`src/common/rpf_regs.vh`:
```
/*
  Constants of the radio packet framer: preamble patterns, length and
  address modes, sync lengths, CRC and whitening seeds.
  Assumes inclusion by the framer module and the test bench.
*/
`ifndef RPF_REGS_VH
`define RPF_REGS_VH
`define RPF_PRE_1010 8'hAA
`define RPF_PRE_0101 8'h55
`define RPF_PRE_0011 8'h33
`define RPF_PRE_1100 8'hCC
`define RPF_LEN_FIXED 2'h0
`define RPF_LEN_VAR 2'h1
`define RPF_LEN_INF 2'h2
`define RPF_LEN_VAR5 2'h3
`define RPF_LEN5_MASK 8'h1F
`define RPF_ADDR_BC0FF 2'h3
`define RPF_BCAST_LO 8'h00
`define RPF_BCAST_HI 8'hFF
`define RPF_SYNC_11 3'h0
`define RPF_SYNC_16 3'h1
`define RPF_SYNC_18 3'h2
`define RPF_SYNC_24 3'h3
`define RPF_BITS_11 6'h0B
`define RPF_BITS_16 6'h10
`define RPF_BITS_18 6'h12
`define RPF_BITS_24 6'h18
`define RPF_BITS_32 6'h20
`define RPF_CRC_POLY 16'h8005
`define RPF_CRC_INIT 16'hFFFF
`define RPF_PN9_INIT 9'h1FF
`define RPF_CRC_BITS 6'h10
`define RPF_BYTE_BITS 6'h08
`define RPF_STAT_BYTES 6'h02
`endif

```
`src/rtl/rpf_framer.v`:
```
/*
  Radio packet framer: builds frames from the transmit FIFO onto a
  serial bit stream and takes received bit streams apart into the
  receive FIFO. Assumes same-clock modem and FIFO logic, received
  bits spaced at least two clocks apart, and a host that drives
  all configuration ports as levels.
*/
`include "rpf_regs.vh"
module rpf_framer #(
  parameter PRE_W = 4
) (
  input wire clk_in,
  input wire srst_in,
  input wire tx_start_in,
  input wire rx_start_in,
  input wire stop_in,
  input wire [1:0] preamble_sel_in,
  input wire [PRE_W-1:0] preamble_min_in,
  input wire [31:0] sync_word_bytes_in,
  input wire [2:0] sync_len_in,
  input wire crc_en_in,
  input wire append_status_en_in,
  input wire whitening_en_in,
  input wire [1:0] addr_check_in,
  input wire [7:0] node_address_in,
  input wire [1:0] length_cfg_in,
  input wire [7:0] packet_length_reg_in,
  input wire [2:0] tail_bit_count_in,
  input wire [1:0] tx_exit_state_in,
  input wire [1:0] rx_exit_state_in,
  input wire [7:0] rssi_in,
  input wire [6:0] link_quality_value_in,
  input wire txf_valid_in,
  input wire [7:0] txf_data_in,
  output wire txf_ready_out,
  output wire tx_bit_out,
  output wire tx_bit_valid_out,
  input wire tx_bit_ready_in,
  input wire rx_bit_in,
  input wire rx_bit_valid_in,
  output wire rxf_valid_out,
  output wire [7:0] rxf_data_out,
  output wire busy_out,
  output wire exit_valid_out,
  output wire [1:0] exit_state_out,
  output wire discard_out,
  output wire crc_ok_out
);
  localparam IDLE = 3'h0;
  localparam PRE = 3'h1;
  localparam SYNC = 3'h2;
  localparam DATA = 3'h3;
  localparam CRC = 3'h4;
  localparam STAT = 3'h5;

  reg [2:0] st_r;
  reg rx_r;
  reg [31:0] sh_r;
  reg [5:0] bc_r;
  reg [7:0] cnt_r;
  reg [7:0] vlen_r;
  reg [PRE_W-1:0] pc_r;
  reg [15:0] crc_r;
  reg [8:0] pn_r;
  reg [31:0] win_r;
  reg hdr_r;
  reg adr_r;
  reg tail_r;
  reg any_r;
  reg ok_r;
  reg rxf_valid_r;
  reg [7:0] rxf_data_r;
  reg exit_valid_r;
  reg [1:0] exit_state_r;
  reg discard_r;

  // CRC over one byte, MSB first
  function [15:0] crc8f;
    input [15:0] c;
    input [7:0] d;
    integer i;
    reg [15:0] x;
    begin
      x = c;
      for (i = 7; i >= 0; i = i - 1) begin
        x = {x[14:0], 1'b0} ^ ((x[15] ^ d[i]) ? `RPF_CRC_POLY : 16'h0000);
      end
      crc8f = x;
    end
  endfunction

  // Advance whitening sequence by one byte
  function [8:0] pn8f;
    input [8:0] p;
    integer i;
    reg [8:0] x;
    begin
      x = p;
      for (i = 0; i < 8; i = i + 1) begin
        x = {x[5] ^ x[0], x[8:1]};
      end
      pn8f = x;
    end
  endfunction

  function [5:0] slenf;
    input [2:0] s;
    begin
      case (s)
        `RPF_SYNC_11: slenf = `RPF_BITS_11;
        `RPF_SYNC_16: slenf = `RPF_BITS_16;
        `RPF_SYNC_18: slenf = `RPF_BITS_18;
        `RPF_SYNC_24: slenf = `RPF_BITS_24;
        default: slenf = `RPF_BITS_32;
      endcase
    end
  endfunction

  wire fixm = length_cfg_in == `RPF_LEN_FIXED;
  wire var5 = length_cfg_in == `RPF_LEN_VAR5;
  wire varm = length_cfg_in == `RPF_LEN_VAR || var5;
  wire [2:0] m = tail_bit_count_in;
  wire mt = fixm && m != 3'h0;
  wire [7:0] tgt = fixm ? packet_length_reg_in : vlen_r;
  // Infinite mode never hits; settings read live each byte
  wire hit = (fixm || varm) && !hdr_r && cnt_r == tgt && (any_r || varm || mt);
  wire tail_go = hit && mt && !tail_r;
  wire done = hit && !tail_go;
  wire crc_on = crc_en_in && !mt;
  wire [5:0] sl = slenf(sync_len_in);
  wire [5:0] sgap = 6'h20 - sl;
  wire [31:0] smask = 32'hFFFFFFFF >> sgap;
  wire [31:0] win_nxt = {win_r[30:0], rx_bit_in};
  wire rbit = rx_r && rx_bit_valid_in;
  wire [8:0] pnn = pn8f(pn_r);
  wire [7:0] wb = whitening_en_in ? pn_r[7:0] : 8'h00;
  wire [15:0] cw = whitening_en_in ? {pn_r[7:0], pnn[7:0]} : 16'h0000;
  wire [2:0] sft = 3'h0 - m;
  wire [7:0] raw = {sh_r[6:0], rx_bit_in};
  wire [7:0] rawt = tail_r ? raw << sft : raw;
  wire [7:0] tmask = tail_r ? 8'hFF << sft : 8'hFF;
  wire [7:0] db = (rawt ^ wb) & tmask;
  wire [7:0] lb = var5 ? db & `RPF_LEN5_MASK : db;
  wire [7:0] tb = txf_data_in;
  wire [7:0] tlb = var5 ? tb & `RPF_LEN5_MASK : tb;
  wire amatch = db == node_address_in || (addr_check_in[1] && db == `RPF_BCAST_LO) ||
    (addr_check_in == `RPF_ADDR_BC0FF && db == `RPF_BCAST_HI);
  reg [7:0] pat;

  always @* begin
    case (preamble_sel_in)
      2'h0: pat = `RPF_PRE_1010;
      2'h1: pat = `RPF_PRE_0101;
      2'h2: pat = `RPF_PRE_0011;
      default: pat = `RPF_PRE_1100;
    endcase
  end

  assign txf_ready_out = !rx_r && st_r == DATA && bc_r == 6'h00 && !done && txf_valid_in;
  assign tx_bit_out = sh_r[31];
  assign tx_bit_valid_out = !rx_r && bc_r != 6'h00 && st_r != IDLE && st_r != STAT;
  assign rxf_valid_out = rxf_valid_r;
  assign rxf_data_out = rxf_data_r;
  assign busy_out = st_r != IDLE;
  assign exit_valid_out = exit_valid_r;
  assign exit_state_out = exit_state_r;
  assign discard_out = discard_r;
  assign crc_ok_out = ok_r;

  task start_data;
    begin
      st_r <= DATA;
      bc_r <= 6'h00;
      cnt_r <= 8'h00;
      any_r <= 1'b0;
      tail_r <= 1'b0;
      hdr_r <= varm;
      adr_r <= addr_check_in != 2'h0;
      crc_r <= `RPF_CRC_INIT;
      pn_r <= `RPF_PN9_INIT;
      ok_r <= 1'b1;
    end
  endtask

  task end_pkt;
    begin
      st_r <= IDLE;
      exit_valid_r <= 1'b1;
      exit_state_r <= rx_r ? rx_exit_state_in : tx_exit_state_in;
    end
  endtask

  task end_rx;
    begin
      if (append_status_en_in) begin
        st_r <= STAT;
        bc_r <= `RPF_STAT_BYTES;
      end else begin
        end_pkt;
      end
    end
  endtask

  task drop;
    begin
      st_r <= SYNC;
      win_r <= 32'h00000000;
      discard_r <= 1'b1;
    end
  endtask

  task tx_shift;
    begin
      if (tx_bit_ready_in) begin
        sh_r <= {sh_r[30:0], 1'b0};
        bc_r <= bc_r - 6'h01;
      end
    end
  endtask

  always @(posedge clk_in) begin
    exit_valid_r <= 1'b0;
    rxf_valid_r <= 1'b0;
    discard_r <= 1'b0;
    if (srst_in) begin
      st_r <= IDLE;
      rx_r <= 1'b0;
      sh_r <= 32'h00000000;
      bc_r <= 6'h00;
      cnt_r <= 8'h00;
      vlen_r <= 8'h00;
      pc_r <= {PRE_W{1'b0}};
      crc_r <= `RPF_CRC_INIT;
      pn_r <= `RPF_PN9_INIT;
      win_r <= 32'h00000000;
      hdr_r <= 1'b0;
      adr_r <= 1'b0;
      tail_r <= 1'b0;
      any_r <= 1'b0;
      ok_r <= 1'b1;
      rxf_data_r <= 8'h00;
      exit_state_r <= 2'h0;
    end else if (stop_in) begin
      st_r <= IDLE;
      bc_r <= 6'h00;
    end else begin
      case (st_r)
        IDLE: begin
          if (tx_start_in) begin
            rx_r <= 1'b0;
            st_r <= PRE;
            pc_r <= {PRE_W{1'b0}};
            bc_r <= 6'h00;
            ok_r <= 1'b1;
          end else if (rx_start_in) begin
            rx_r <= 1'b1;
            st_r <= SYNC;
            win_r <= 32'h00000000;
          end
        end
        PRE: begin
          if (bc_r == 6'h00) begin
            if (pc_r >= preamble_min_in && txf_valid_in) begin
              st_r <= SYNC;
              sh_r <= sync_word_bytes_in << sgap;
              bc_r <= sl;
            end else begin
              sh_r <= {pat, 24'h000000};
              bc_r <= `RPF_BYTE_BITS;
              if (pc_r != {PRE_W{1'b1}}) begin
                pc_r <= pc_r + {{(PRE_W-1){1'b0}}, 1'b1};
              end
            end
          end else begin
            tx_shift;
          end
        end
        SYNC: begin
          if (rx_r) begin
            if (rbit) begin
              win_r <= win_nxt;
              if ((win_nxt & smask) == (sync_word_bytes_in & smask)) begin
                start_data;
              end
            end
          end else if (bc_r == 6'h00) begin
            start_data;
          end else begin
            tx_shift;
          end
        end
        DATA: begin
          if (bc_r == 6'h00) begin
            if (done) begin
              if (crc_on) begin
                st_r <= CRC;
                bc_r <= `RPF_CRC_BITS;
                sh_r <= {crc_r ^ cw, 16'h0000};
              end else if (rx_r) begin
                end_rx;
              end else begin
                end_pkt;
              end
            end else if (rx_r || txf_valid_in) begin
              bc_r <= tail_go ? {3'h0, m} : `RPF_BYTE_BITS;
              if (tail_go) begin
                tail_r <= 1'b1;
              end
              if (!rx_r) begin
                sh_r <= {tb ^ wb, 24'h000000};
                crc_r <= crc8f(crc_r, tb);
                pn_r <= pnn;
                if (hdr_r) begin
                  vlen_r <= tlb;
                  hdr_r <= 1'b0;
                end else if (!tail_go) begin
                  cnt_r <= cnt_r + 8'h01;
                  any_r <= 1'b1;
                end
              end
            end
          end else if (!rx_r) begin
            tx_shift;
          end else if (rbit) begin
            sh_r <= {sh_r[30:0], rx_bit_in};
            bc_r <= bc_r - 6'h01;
            if (bc_r == 6'h01) begin
              rxf_valid_r <= 1'b1;
              rxf_data_r <= db;
              crc_r <= crc8f(crc_r, db);
              pn_r <= pnn;
              if (hdr_r) begin
                vlen_r <= lb;
                hdr_r <= 1'b0;
                if (lb > packet_length_reg_in) begin
                  drop;
                end
              end else begin
                if (adr_r) begin
                  adr_r <= 1'b0;
                  if (!amatch) begin
                    drop;
                  end
                end
                if (!tail_r) begin
                  cnt_r <= cnt_r + 8'h01;
                  any_r <= 1'b1;
                end
              end
            end
          end
        end
        CRC: begin
          if (!rx_r) begin
            if (bc_r == 6'h00) begin
              end_pkt;
            end else begin
              tx_shift;
            end
          end else if (rbit) begin
            sh_r <= {sh_r[30:0], rx_bit_in};
            bc_r <= bc_r - 6'h01;
            if (bc_r == 6'h01) begin
              ok_r <= ({sh_r[14:0], rx_bit_in} ^ cw) == crc_r;
              end_rx;
            end
          end
        end
        STAT: begin
          rxf_valid_r <= 1'b1;
          rxf_data_r <= bc_r == `RPF_STAT_BYTES ? rssi_in : {ok_r, link_quality_value_in};
          bc_r <= bc_r - 6'h01;
          if (bc_r == 6'h01) begin
            end_pkt;
          end
        end
        default: begin
          st_r <= IDLE;
        end
      endcase
    end
  end
endmodule

```
`config.mk`:
```
export PLATFORM = sky130hd
export DESIGN_NAME = rpf_framer
export DESIGN_NICKNAME = d
export VERILOG_FILES = /design/src/rtl/rpf_framer.v
export VERILOG_INCLUDE_DIRS = /design/src /design/src/common
export SDC_FILE = /design/constraint.sdc
export NUM_CORES = 1
export LEC_CHECK = 0
export ABC_AREA = 1
export BUFFER_PORTS_ARGS = -buffer_cell sky130_fd_sc_hd__buf_2
export CAP_MARGIN = 20
export CORE_ASPECT_RATIO = 1.4
export CORE_MARGIN = 2
export CORE_UTILIZATION = 40
export CTS_BUF_LIST = sky130_fd_sc_hd__clkbuf_16
export DETAILED_ROUTE_END_ITERATION = 8
export HOLD_SLACK_MARGIN = 0.08
export PLACE_DENSITY = 0.62
export RECOVER_POWER = 50
export SLEW_MARGIN = 20
export SYNTH_ARGS = -nofsm -noshare
export SYNTH_HDL_FRONTEND = slang
export SYNTH_SLANG_ARGS = --single-unit
```
`constraint.sdc`:
```
create_clock -name clk_in -period 8.1 [get_ports clk_in]
set_input_delay 0.405 -clock clk_in [delete_from_list [all_inputs] [get_ports clk_in]]
set_output_delay 0.405 -clock clk_in [all_outputs]
set_load 0.01 [all_outputs]
```
==> impl_metrics.toml, run 1 <==
[logic_synthesis]
synth_enable_flop_cells = 0
syn_nets = 2310
synth_seq_cells = 136
yosys_most_used_dff = "sky130_fd_sc_hd__dfxtp_1"
netlist_area_mm2 = 0.0131
synth_warnings = 0
netlist_instances = 2181
async_reset_ff_share_pct = 0
syn_avg_cell_area_um2 = 6.00
ys_seq_area_share_pct = 20.8
synthDistinctLibCells = 60

[worst_setup_path]
crit_required_ns = 8.44
crit_path_end_kind = "flop"
critical_path_launch_point_type = "flop"
timing.critical_path.arrival_ns = 6.34
classification_of_the_worst_setup_path = "reg2reg"
critical_path_peak_fanout = 71

[drt]
dr.first_iter.drc_count = 1213
routed_wire_length_per_instance_um = 19.6
drt_pre_antenna_iters = 5
post-route-drc-count = 0
antenna_violating_nets_post_route = 0
dr_total_vias = 15643
routed_wl_um = 52300
routed_via_density = 5.87

[global_routing]
antenna_found_initial = 0
global_route.usage.total_pct = 30.2
grt_start_max_net_pins = 72
globalRoute.totalOverflow = 0
grt_pass1_wl_um = 80300
first_global_vias = 14588

[clock_tree]
cts-hold-fix-buffers = 0
cts_setup_buffers = 0
cts_max_level = 4
clk_latency_ns = 0.47
clkSlewWorstSetupHoldPaths_ns = 0.07
clkSinkCount = 136
cts_tree = "built"
clock_tree.buffer_depth = 2
cts_made_buffers = 17
cts.root.buffer_cell = "sky130_fd_sc_hd__clkbuf_16"
ctsResizeCount = 0

[timing]
setup_viol_count_final = 0
grt_setup_unrepaired = "false"
worst_slew_pin_slew_ns = 3.09
setup_skew_ns = 0.0163
totalNegativeSetupSlack_ns = 0
post-route-period-util_pct = 74.1
max-slew-margin-rel_pct = -106
final-max-slew-violation-count = 108
final_critical_path_required_period_ns = 6.00
hold_slack_ns = 0.261
report.final.hold_viol_count = 0
final.setup.worst_slack_ns = 2.10
maxClockFrequency_ghz = 0.167

[cells_and_area]
final_layout_size_suffix_gt1_share_pct = 8.86
final_cell_mix = "sky130_fd_sc_hd__nand2_1, sky130_fd_sc_hd__o21ai_0, sky130_fd_sc_hd__inv_1, sky130_fd_sc_hd__nor2_1, sky130_fd_sc_hd__a21oi_1"
mostFrequentLayoutCell = "sky130_fd_sc_hd__nand2_1"
numnets_final = 2339
antenna_cell_count = 0
flow.area_growth_from_synthesis_pct = 9.96

[die]
floorplan.die_area_mm2 = 0.0342
placeableCoreArea_mm2 = 0.0323
die_x_um = 157
initial_core_util_pct = 40.5
num_rows = 78
die_height_um = 218
io_pins = 121

[placed_design]
placement.setup.worst_slack_ns = 2.91
gp_congestion = 1.01
detailed_place_hpwl_um = 38400
numPortBuffers = 120

[worst_hold_path]
min_path_type = "in2reg"

[power]
combPwrFrac_pct = 41.9
power.share.clock_pct = 29.2
leakagePower_nw = 5.99
switching_power_w = 0.00126
power.internal_w = 0.00148
power.sequential.fraction_pct = 28.9
switching_share_pct = 45.9
irDropWorstVdd_mv = 0.125
power_per_cell_area_mw_per_mm2 = 190

[run_status]
run_status = "finished, violations left"
violations = "capacitance limit, slew limit"

[job]
max_cap_viol_count = 2
cell usage after synthesis, drive strengths merged (9+ instances only):
| master | count | area, um^2 |
|---|---|---|
| ha | 26 | 325 |
| o22ai | 27 | 169 |
| or2 | 9 | 56.3 |
| dfxtp | 136 | 2720 |
| o2111ai | 12 | 105 |
| o21ai | 275 | 1380 |
| xor2 | 71 | 622 |
| nand2 | 530 | 2010 |
| nand4 | 51 | 334 |
| buf | 39 | 210 |
| a21oi | 168 | 848 |
| a31oi | 15 | 93.8 |
| clkbuf | 94 | 354 |
| nor4 | 13 | 87.6 |
| inv | 192 | 721 |
| xnor2 | 31 | 272 |
| nand3 | 133 | 686 |
| o211ai | 44 | 330 |
| a211oi | 29 | 263 |
| nor3 | 21 | 116 |
| o221ai | 20 | 175 |
| nor2 | 182 | 722 |
flip-flops by register name, indices dropped and copies added, names as in the netlist:
name / flops
bc_r: 6
cnt_r: 8
vlen_r: 8
crc_r: 16
sh_r: 32
exit_valid_out: 1
pc_r: 4
tail_r: 1
exit_state_out: 2
rxf_valid_out: 1
any_r: 1
rxf_data_out: 8
win_r: 31
crc_ok_out: 1
pn_r: 9
hdr_r: 1
rx_r: 1
discard_out: 1
st_r: 3
adr_r: 1
kinds of logic (layout without fill, tap and decap cells):
group / after synthesis / in the layout / share of synthesized area (%)
multiplexers: 8 / 8 / 0.611
AND/OR/NAND/NOR: 946 / 946 / 31.0
flip-flops: 136 / 136 / 20.8
XOR/XNOR: 102 / 102 / 6.82
buffers and inverters: 333 / 375 / 10.0
AO/OA/AOI/OAI: 630 / 630 / 28.3
adder cells (fa/ha/maj): 26 / 26 / 2.48
layout make-up:
type | count | area [um^2]
multi-input combinational | 1712 | 9070
timing repair buffer | 143 | 738
fill | 3546 | 17900
clock buffer | 17 | 425
tap | 440 | 551
clock inverter | 15 | 144
inverter | 200 | 751
sequential | 136 | 2720
power by group through the flow:
stage	Sequential [W]	Combinational [W]	Clock (W)
2_1_floorplan	0.000768	0.000818	0
3_3_place_gp	0.000801	0.00111	0
3_5_place_dp	0.000802	0.00112	0
4_1_cts	0.000788	0.00113	0.000808
5_1_grt	0.000796	0.00126	0.000833
6_report	0.000791	0.00115	0.000799
critical path, cell delays in order, from the launching register on:
cell and delay [ns]:
sky130_fd_sc_hd__dfxtp_1 0.44, sky130_fd_sc_hd__inv_1 0.16, sky130_fd_sc_hd__ha_1 0.26, sky130_fd_sc_hd__inv_1 0.10, sky130_fd_sc_hd__nor2_1 0.07, sky130_fd_sc_hd__nand2_2 0.36, sky130_fd_sc_hd__clkbuf_1 2.21, sky130_fd_sc_hd__nand2_1 0.33
sky130_fd_sc_hd__nor2_1 0.45, sky130_fd_sc_hd__inv_1 0.13, sky130_fd_sc_hd__o211ai_1 0.12, sky130_fd_sc_hd__nor4_1 0.07, sky130_fd_sc_hd__nand2_1 0.09, sky130_fd_sc_hd__nor2_1 0.06, sky130_fd_sc_hd__buf_4 0.26, sky130_fd_sc_hd__inv_1 0.39
sky130_fd_sc_hd__a21oi_1 0.07, sky130_fd_sc_hd__o21ai_0 0.19, sky130_fd_sc_hd__nand2_1 0.08
metrics by stage:
stage,instances,power [W],area [um^2],util (%)
global placement,2631,0.00191,13900,43.0
finish,2663,0.00274,14400,44.6
global route,2663,0.00289,14400,44.6
floorplan,2181,0.00159,13100,-
CTS,2663,0.00272,14400,44.7
detailed placement,2631,0.00192,13900,43.0
routing by layer:
layer | vias to the layer above | track usage, % | part of all wire, %
met5 | - | 0 | 0
met2 | 698 | 51.9 | 49
met1 | 7243 | 34.7 | 38
met4 | 0 | 18.8 | 6.4
met3 | 186 | 4.92 | 6.7
li1 | 7516 | - | -
final timing paths:
path | from | end | slack [ns] | cells after the start
setup / recovery | bc_r[0] | crc_r[4] | 2.10 | 18
hold / removal | length_cfg_in[0] | hdr_r | 0.26 | 3
setup reg to reg | bc_r[0] | crc_r[4] | 2.10 | 18
hold reg to reg | exit_state_out[1] | exit_state_out[1] | 0.47 | 2
Note: power is estimated with default switching activity, not from simulation.
==> run 2, diff against run 1 <==
--- a/config.mk
+++ b/config.mk
@@ -6,7 +6,7 @@
 export SDC_FILE = /design/constraint.sdc
 export NUM_CORES = 1
 export LEC_CHECK = 0
-export ABC_AREA = 1
+export ABC_AREA = 0
 export BUFFER_PORTS_ARGS = -buffer_cell sky130_fd_sc_hd__buf_2
 export CAP_MARGIN = 20
 export CORE_ASPECT_RATIO = 1.4
==> constraint.sdc (replaced) <==
create_clock -name clk_in -period 6.1 [get_ports clk_in]
set_input_delay 0.305 -clock clk_in [delete_from_list [all_inputs] [get_ports clk_in]]
set_output_delay 0.305 -clock clk_in [all_outputs]
set_load 0.01 [all_outputs]
==> impl_metrics.toml, run 2 <==
[cells_and_area]
mostFrequentLayoutCell = "sky130_fd_sc_hd__nand2_1"
largest_registers_ranked_by_flip_flop_count = "sh_r x32, win_r x31, crc_r x16"
largest_reg_flops = 32
final_design_area_no_fill_mm2 = 0.0146
finalNonFillerCells = 2197
largest-register = "sh_r"
final_cell_mix = "sky130_fd_sc_hd__nand2_1, sky130_fd_sc_hd__a21oi_1, sky130_fd_sc_hd__mux2i_1, sky130_fd_sc_hd__nor2_1, sky130_fd_sc_hd__dfxtp_1"
final_layout_size_suffix_gt1_share_pct = 13.9
fillCellCount = 3408
flow.area_growth_from_synthesis_pct = 10.7
numnets_final = 1872
final_core_util_pct = 44.9

[die]
io_pins = 121
initial_core_util_pct = 40.6
die_x_um = 157
num_rows = 78
floorplan.die_area_mm2 = 0.0344
die_height_um = 219
placeableCoreArea_mm2 = 0.0324

[drt]
dr.first_iter.drc_count = 1051
routed_wire_length_per_instance_um = 21.0
antenna_violating_nets_post_route = 0
routed_via_density = 6.12
dr_total_vias = 13442
drt_pre_antenna_iters = 5
post-route-drc-count = 0
routed_wl_um = 46200

[logic_synthesis]
ys_seq_area_share_pct = 20.7
synth_largest_type_area_fraction_pct = 20.7
post-synth-top-count-cell = "sky130_fd_sc_hd__nand2_1"
async_reset_ff_share_pct = 0
synthDistinctLibCells = 87
netlist_area_mm2 = 0.0132
yosys_most_used_dff = "sky130_fd_sc_hd__dfxtp_1"
synth_enable_flop_cells = 0
synth_warnings = 0
syn_avg_cell_area_um2 = 7.62
syn_nets = 1856
netlist_instances = 1727
post-synth-top-area-cell = "sky130_fd_sc_hd__dfxtp_1"
synth.top_cells.by_count = "sky130_fd_sc_hd__nand2_1, sky130_fd_sc_hd__a21oi_1, sky130_fd_sc_hd__mux2i_1, sky130_fd_sc_hd__nor2_1, sky130_fd_sc_hd__dfxtp_1"
yosys-top-cells-area = "sky130_fd_sc_hd__dfxtp_1, sky130_fd_sc_hd__mux2i_1, sky130_fd_sc_hd__a21oi_1, sky130_fd_sc_hd__nand2_1, sky130_fd_sc_hd__xnor2_1"
synth_seq_cells = 136

[worst_setup_path]
critical_path_launch_point_type = "flop"
regToRegStartpoint = "st_r[0]"
rrSetupSlack_ns = 1.17
timing.reg2reg.worst_path_depth = 9
crit_path_end_kind = "output pin"
crit-reg2reg-capture = "sh_r[0]"
critical_path_peak_fanout = 16
crit_required_ns = 5.79
timing.critical_path.arrival_ns = 4.68
classification_of_the_worst_setup_path = "reg2out"

[global_routing]
grt_start_max_net_pins = 72
first_global_vias = 13108
globalRoute.totalOverflow = 0
grt_pass1_wl_um = 73100
global_route.usage.total_pct = 27.1
antenna_found_initial = 1

[placed_design]
detailed_place_hpwl_um = 34400
postPlaceCellArea_mm2 = 0.0140
gp_congestion = 0.913
dp_cells = 2164
numPortBuffers = 120

[clock_tree]
clkSlewWorstSetupHoldPaths_ns = 0.07
cts_tree = "built"
cts.root.buffer_cell = "sky130_fd_sc_hd__clkbuf_16"
cts_max_level = 4
clock_tree.buffer_depth = 2
cts_made_buffers = 17
cts_setup_buffers = 0
clkSinkCount = 136
ctsResizeCount = 0
clk_latency_ns = 0.45
cts-hold-fix-buffers = 0

[timing]
post-route-period-util_pct = 81.8
maxClockFrequency_ghz = 0.200
setup_viol_count_final = 0
setup_skew_ns = 0.0139
totalNegativeSetupSlack_ns = 0
report.final.hold_viol_count = 0
final-max-slew-violation-count = 36
final_critical_path_required_period_ns = 4.99
worst_slew_pin_slew_ns = 1.68
grt_setup_unrepaired = "false"
max-slew-margin-rel_pct = -12.0

[run_status]
run_status = "finished, violations left"
violations = "capacitance limit, slew limit"

[power]
p_total_w = 0.00299
irDropWorstVdd_mv = 0.164
power_per_cell_area_mw_per_mm2 = 205
leakagePower_nw = 5.47

[worst_hold_path]
min_path_type = "in2reg"
min_path_cells = 3
hold_start = "tx_exit_state_in[1]"
endpoint_of_the_worst_hold_path = "exit_state_out[1]"

[job]
max_cap_viol_count = 1
## run 2: cell count changes after synthesis, moves of 27 or more
cell / delta
sky130_fd_sc_hd__inv_1: -151
sky130_fd_sc_hd__xnor2_1: +48
sky130_fd_sc_hd__nand2_1: -340
sky130_fd_sc_hd__nand4_1: -40
sky130_fd_sc_hd__nor2_1: -27
sky130_fd_sc_hd__a311oi_2: +30
sky130_fd_sc_hd__mux2i_1: +147
sky130_fd_sc_hd__nand3_1: -89
sky130_fd_sc_hd__o21ai_0: -180
## run 2: kinds of logic after synthesis
family                   count (synthesis)  synth area share, %
buffers and inverters                  192                 5.79
AO/OA/AOI/OAI                          518                 27.0
multiplexers                           186                 15.3
flip-flops                             136                 20.7
XOR/XNOR                               143                 9.97
AND/OR/NAND/NOR                        526                 18.8
adder cells (fa/ha/maj)                 26                 2.47
## run 2: layer usage
layer | GRT usage, % | up-vias | routed length [um]
met5 | 0 | - | 0
met1 | 32.2 | 6388 | 18300
li1 | - | 6386 | -
met4 | 14.9 | 0 | 2370
met3 | 3.73 | 134 | 2600
met2 | 46.5 | 534 | 22900
## run 2: layout make-up
type / instances / area, um^2 / share of cell area [%]
timing repair buffer: 150 / 808 / 5.55
multi-input combinational: 1399 / 9700 / 66.6
sequential: 136 / 2720 / 18.7
antenna: 1 / 2.50 / 0.0172
tap: 440 / 551 / 3.78
clock buffer: 17 / 425 / 2.92
inverter: 39 / 146 / 1.01
clock inverter: 15 / 208 / 1.43
## run 2: how the worst max path moves through the flow
stage	start	endpoint	slack, ns	cells past startpoint
floorplan	sync_len_in[1]	crc_r[4]	2.11	16
global placement	tail_bit_count_in[0]	win_r[3]	1.17	16
detailed placement	tail_bit_count_in[0]	win_r[2]	1.19	18
CTS	tail_bit_count_in[0]	win_r[2]	1.64	18
global route	sync_len_in[2]	crc_r[15]	0.73	12
finish	st_r[0]	txf_ready_out	1.11	7
## run 2: per-stage QoR
step	hold slack [ns]	worst slack, ns
floorplan	0.453	2.11
global placement	0.466	1.17
detailed placement	0.474	1.19
CTS	0.181	1.64
global route	0.202	0.734
finish	0.196	1.11
## run 2: where the power goes
part           switching [W]  internal [W]  total [W]
combinational       0.000564      0.000337   0.000901
sequential         0.0000378      0.000904   0.000942
clock               0.000432      0.000717    0.00115
total                0.00103       0.00196    0.00299
## run 2: worst max-delay path, cell delays in order, from the launching register on
cell and delay [ns]:
sky130_fd_sc_hd__dfxtp_1 0.31, sky130_fd_sc_hd__clkbuf_1 0.62, sky130_fd_sc_hd__clkinv_1 0.76, sky130_fd_sc_hd__nor2_1 0.97
sky130_fd_sc_hd__clkbuf_1 0.41, sky130_fd_sc_hd__nand2_1 0.35, sky130_fd_sc_hd__nor3_1 0.55, sky130_fd_sc_hd__buf_2 0.24
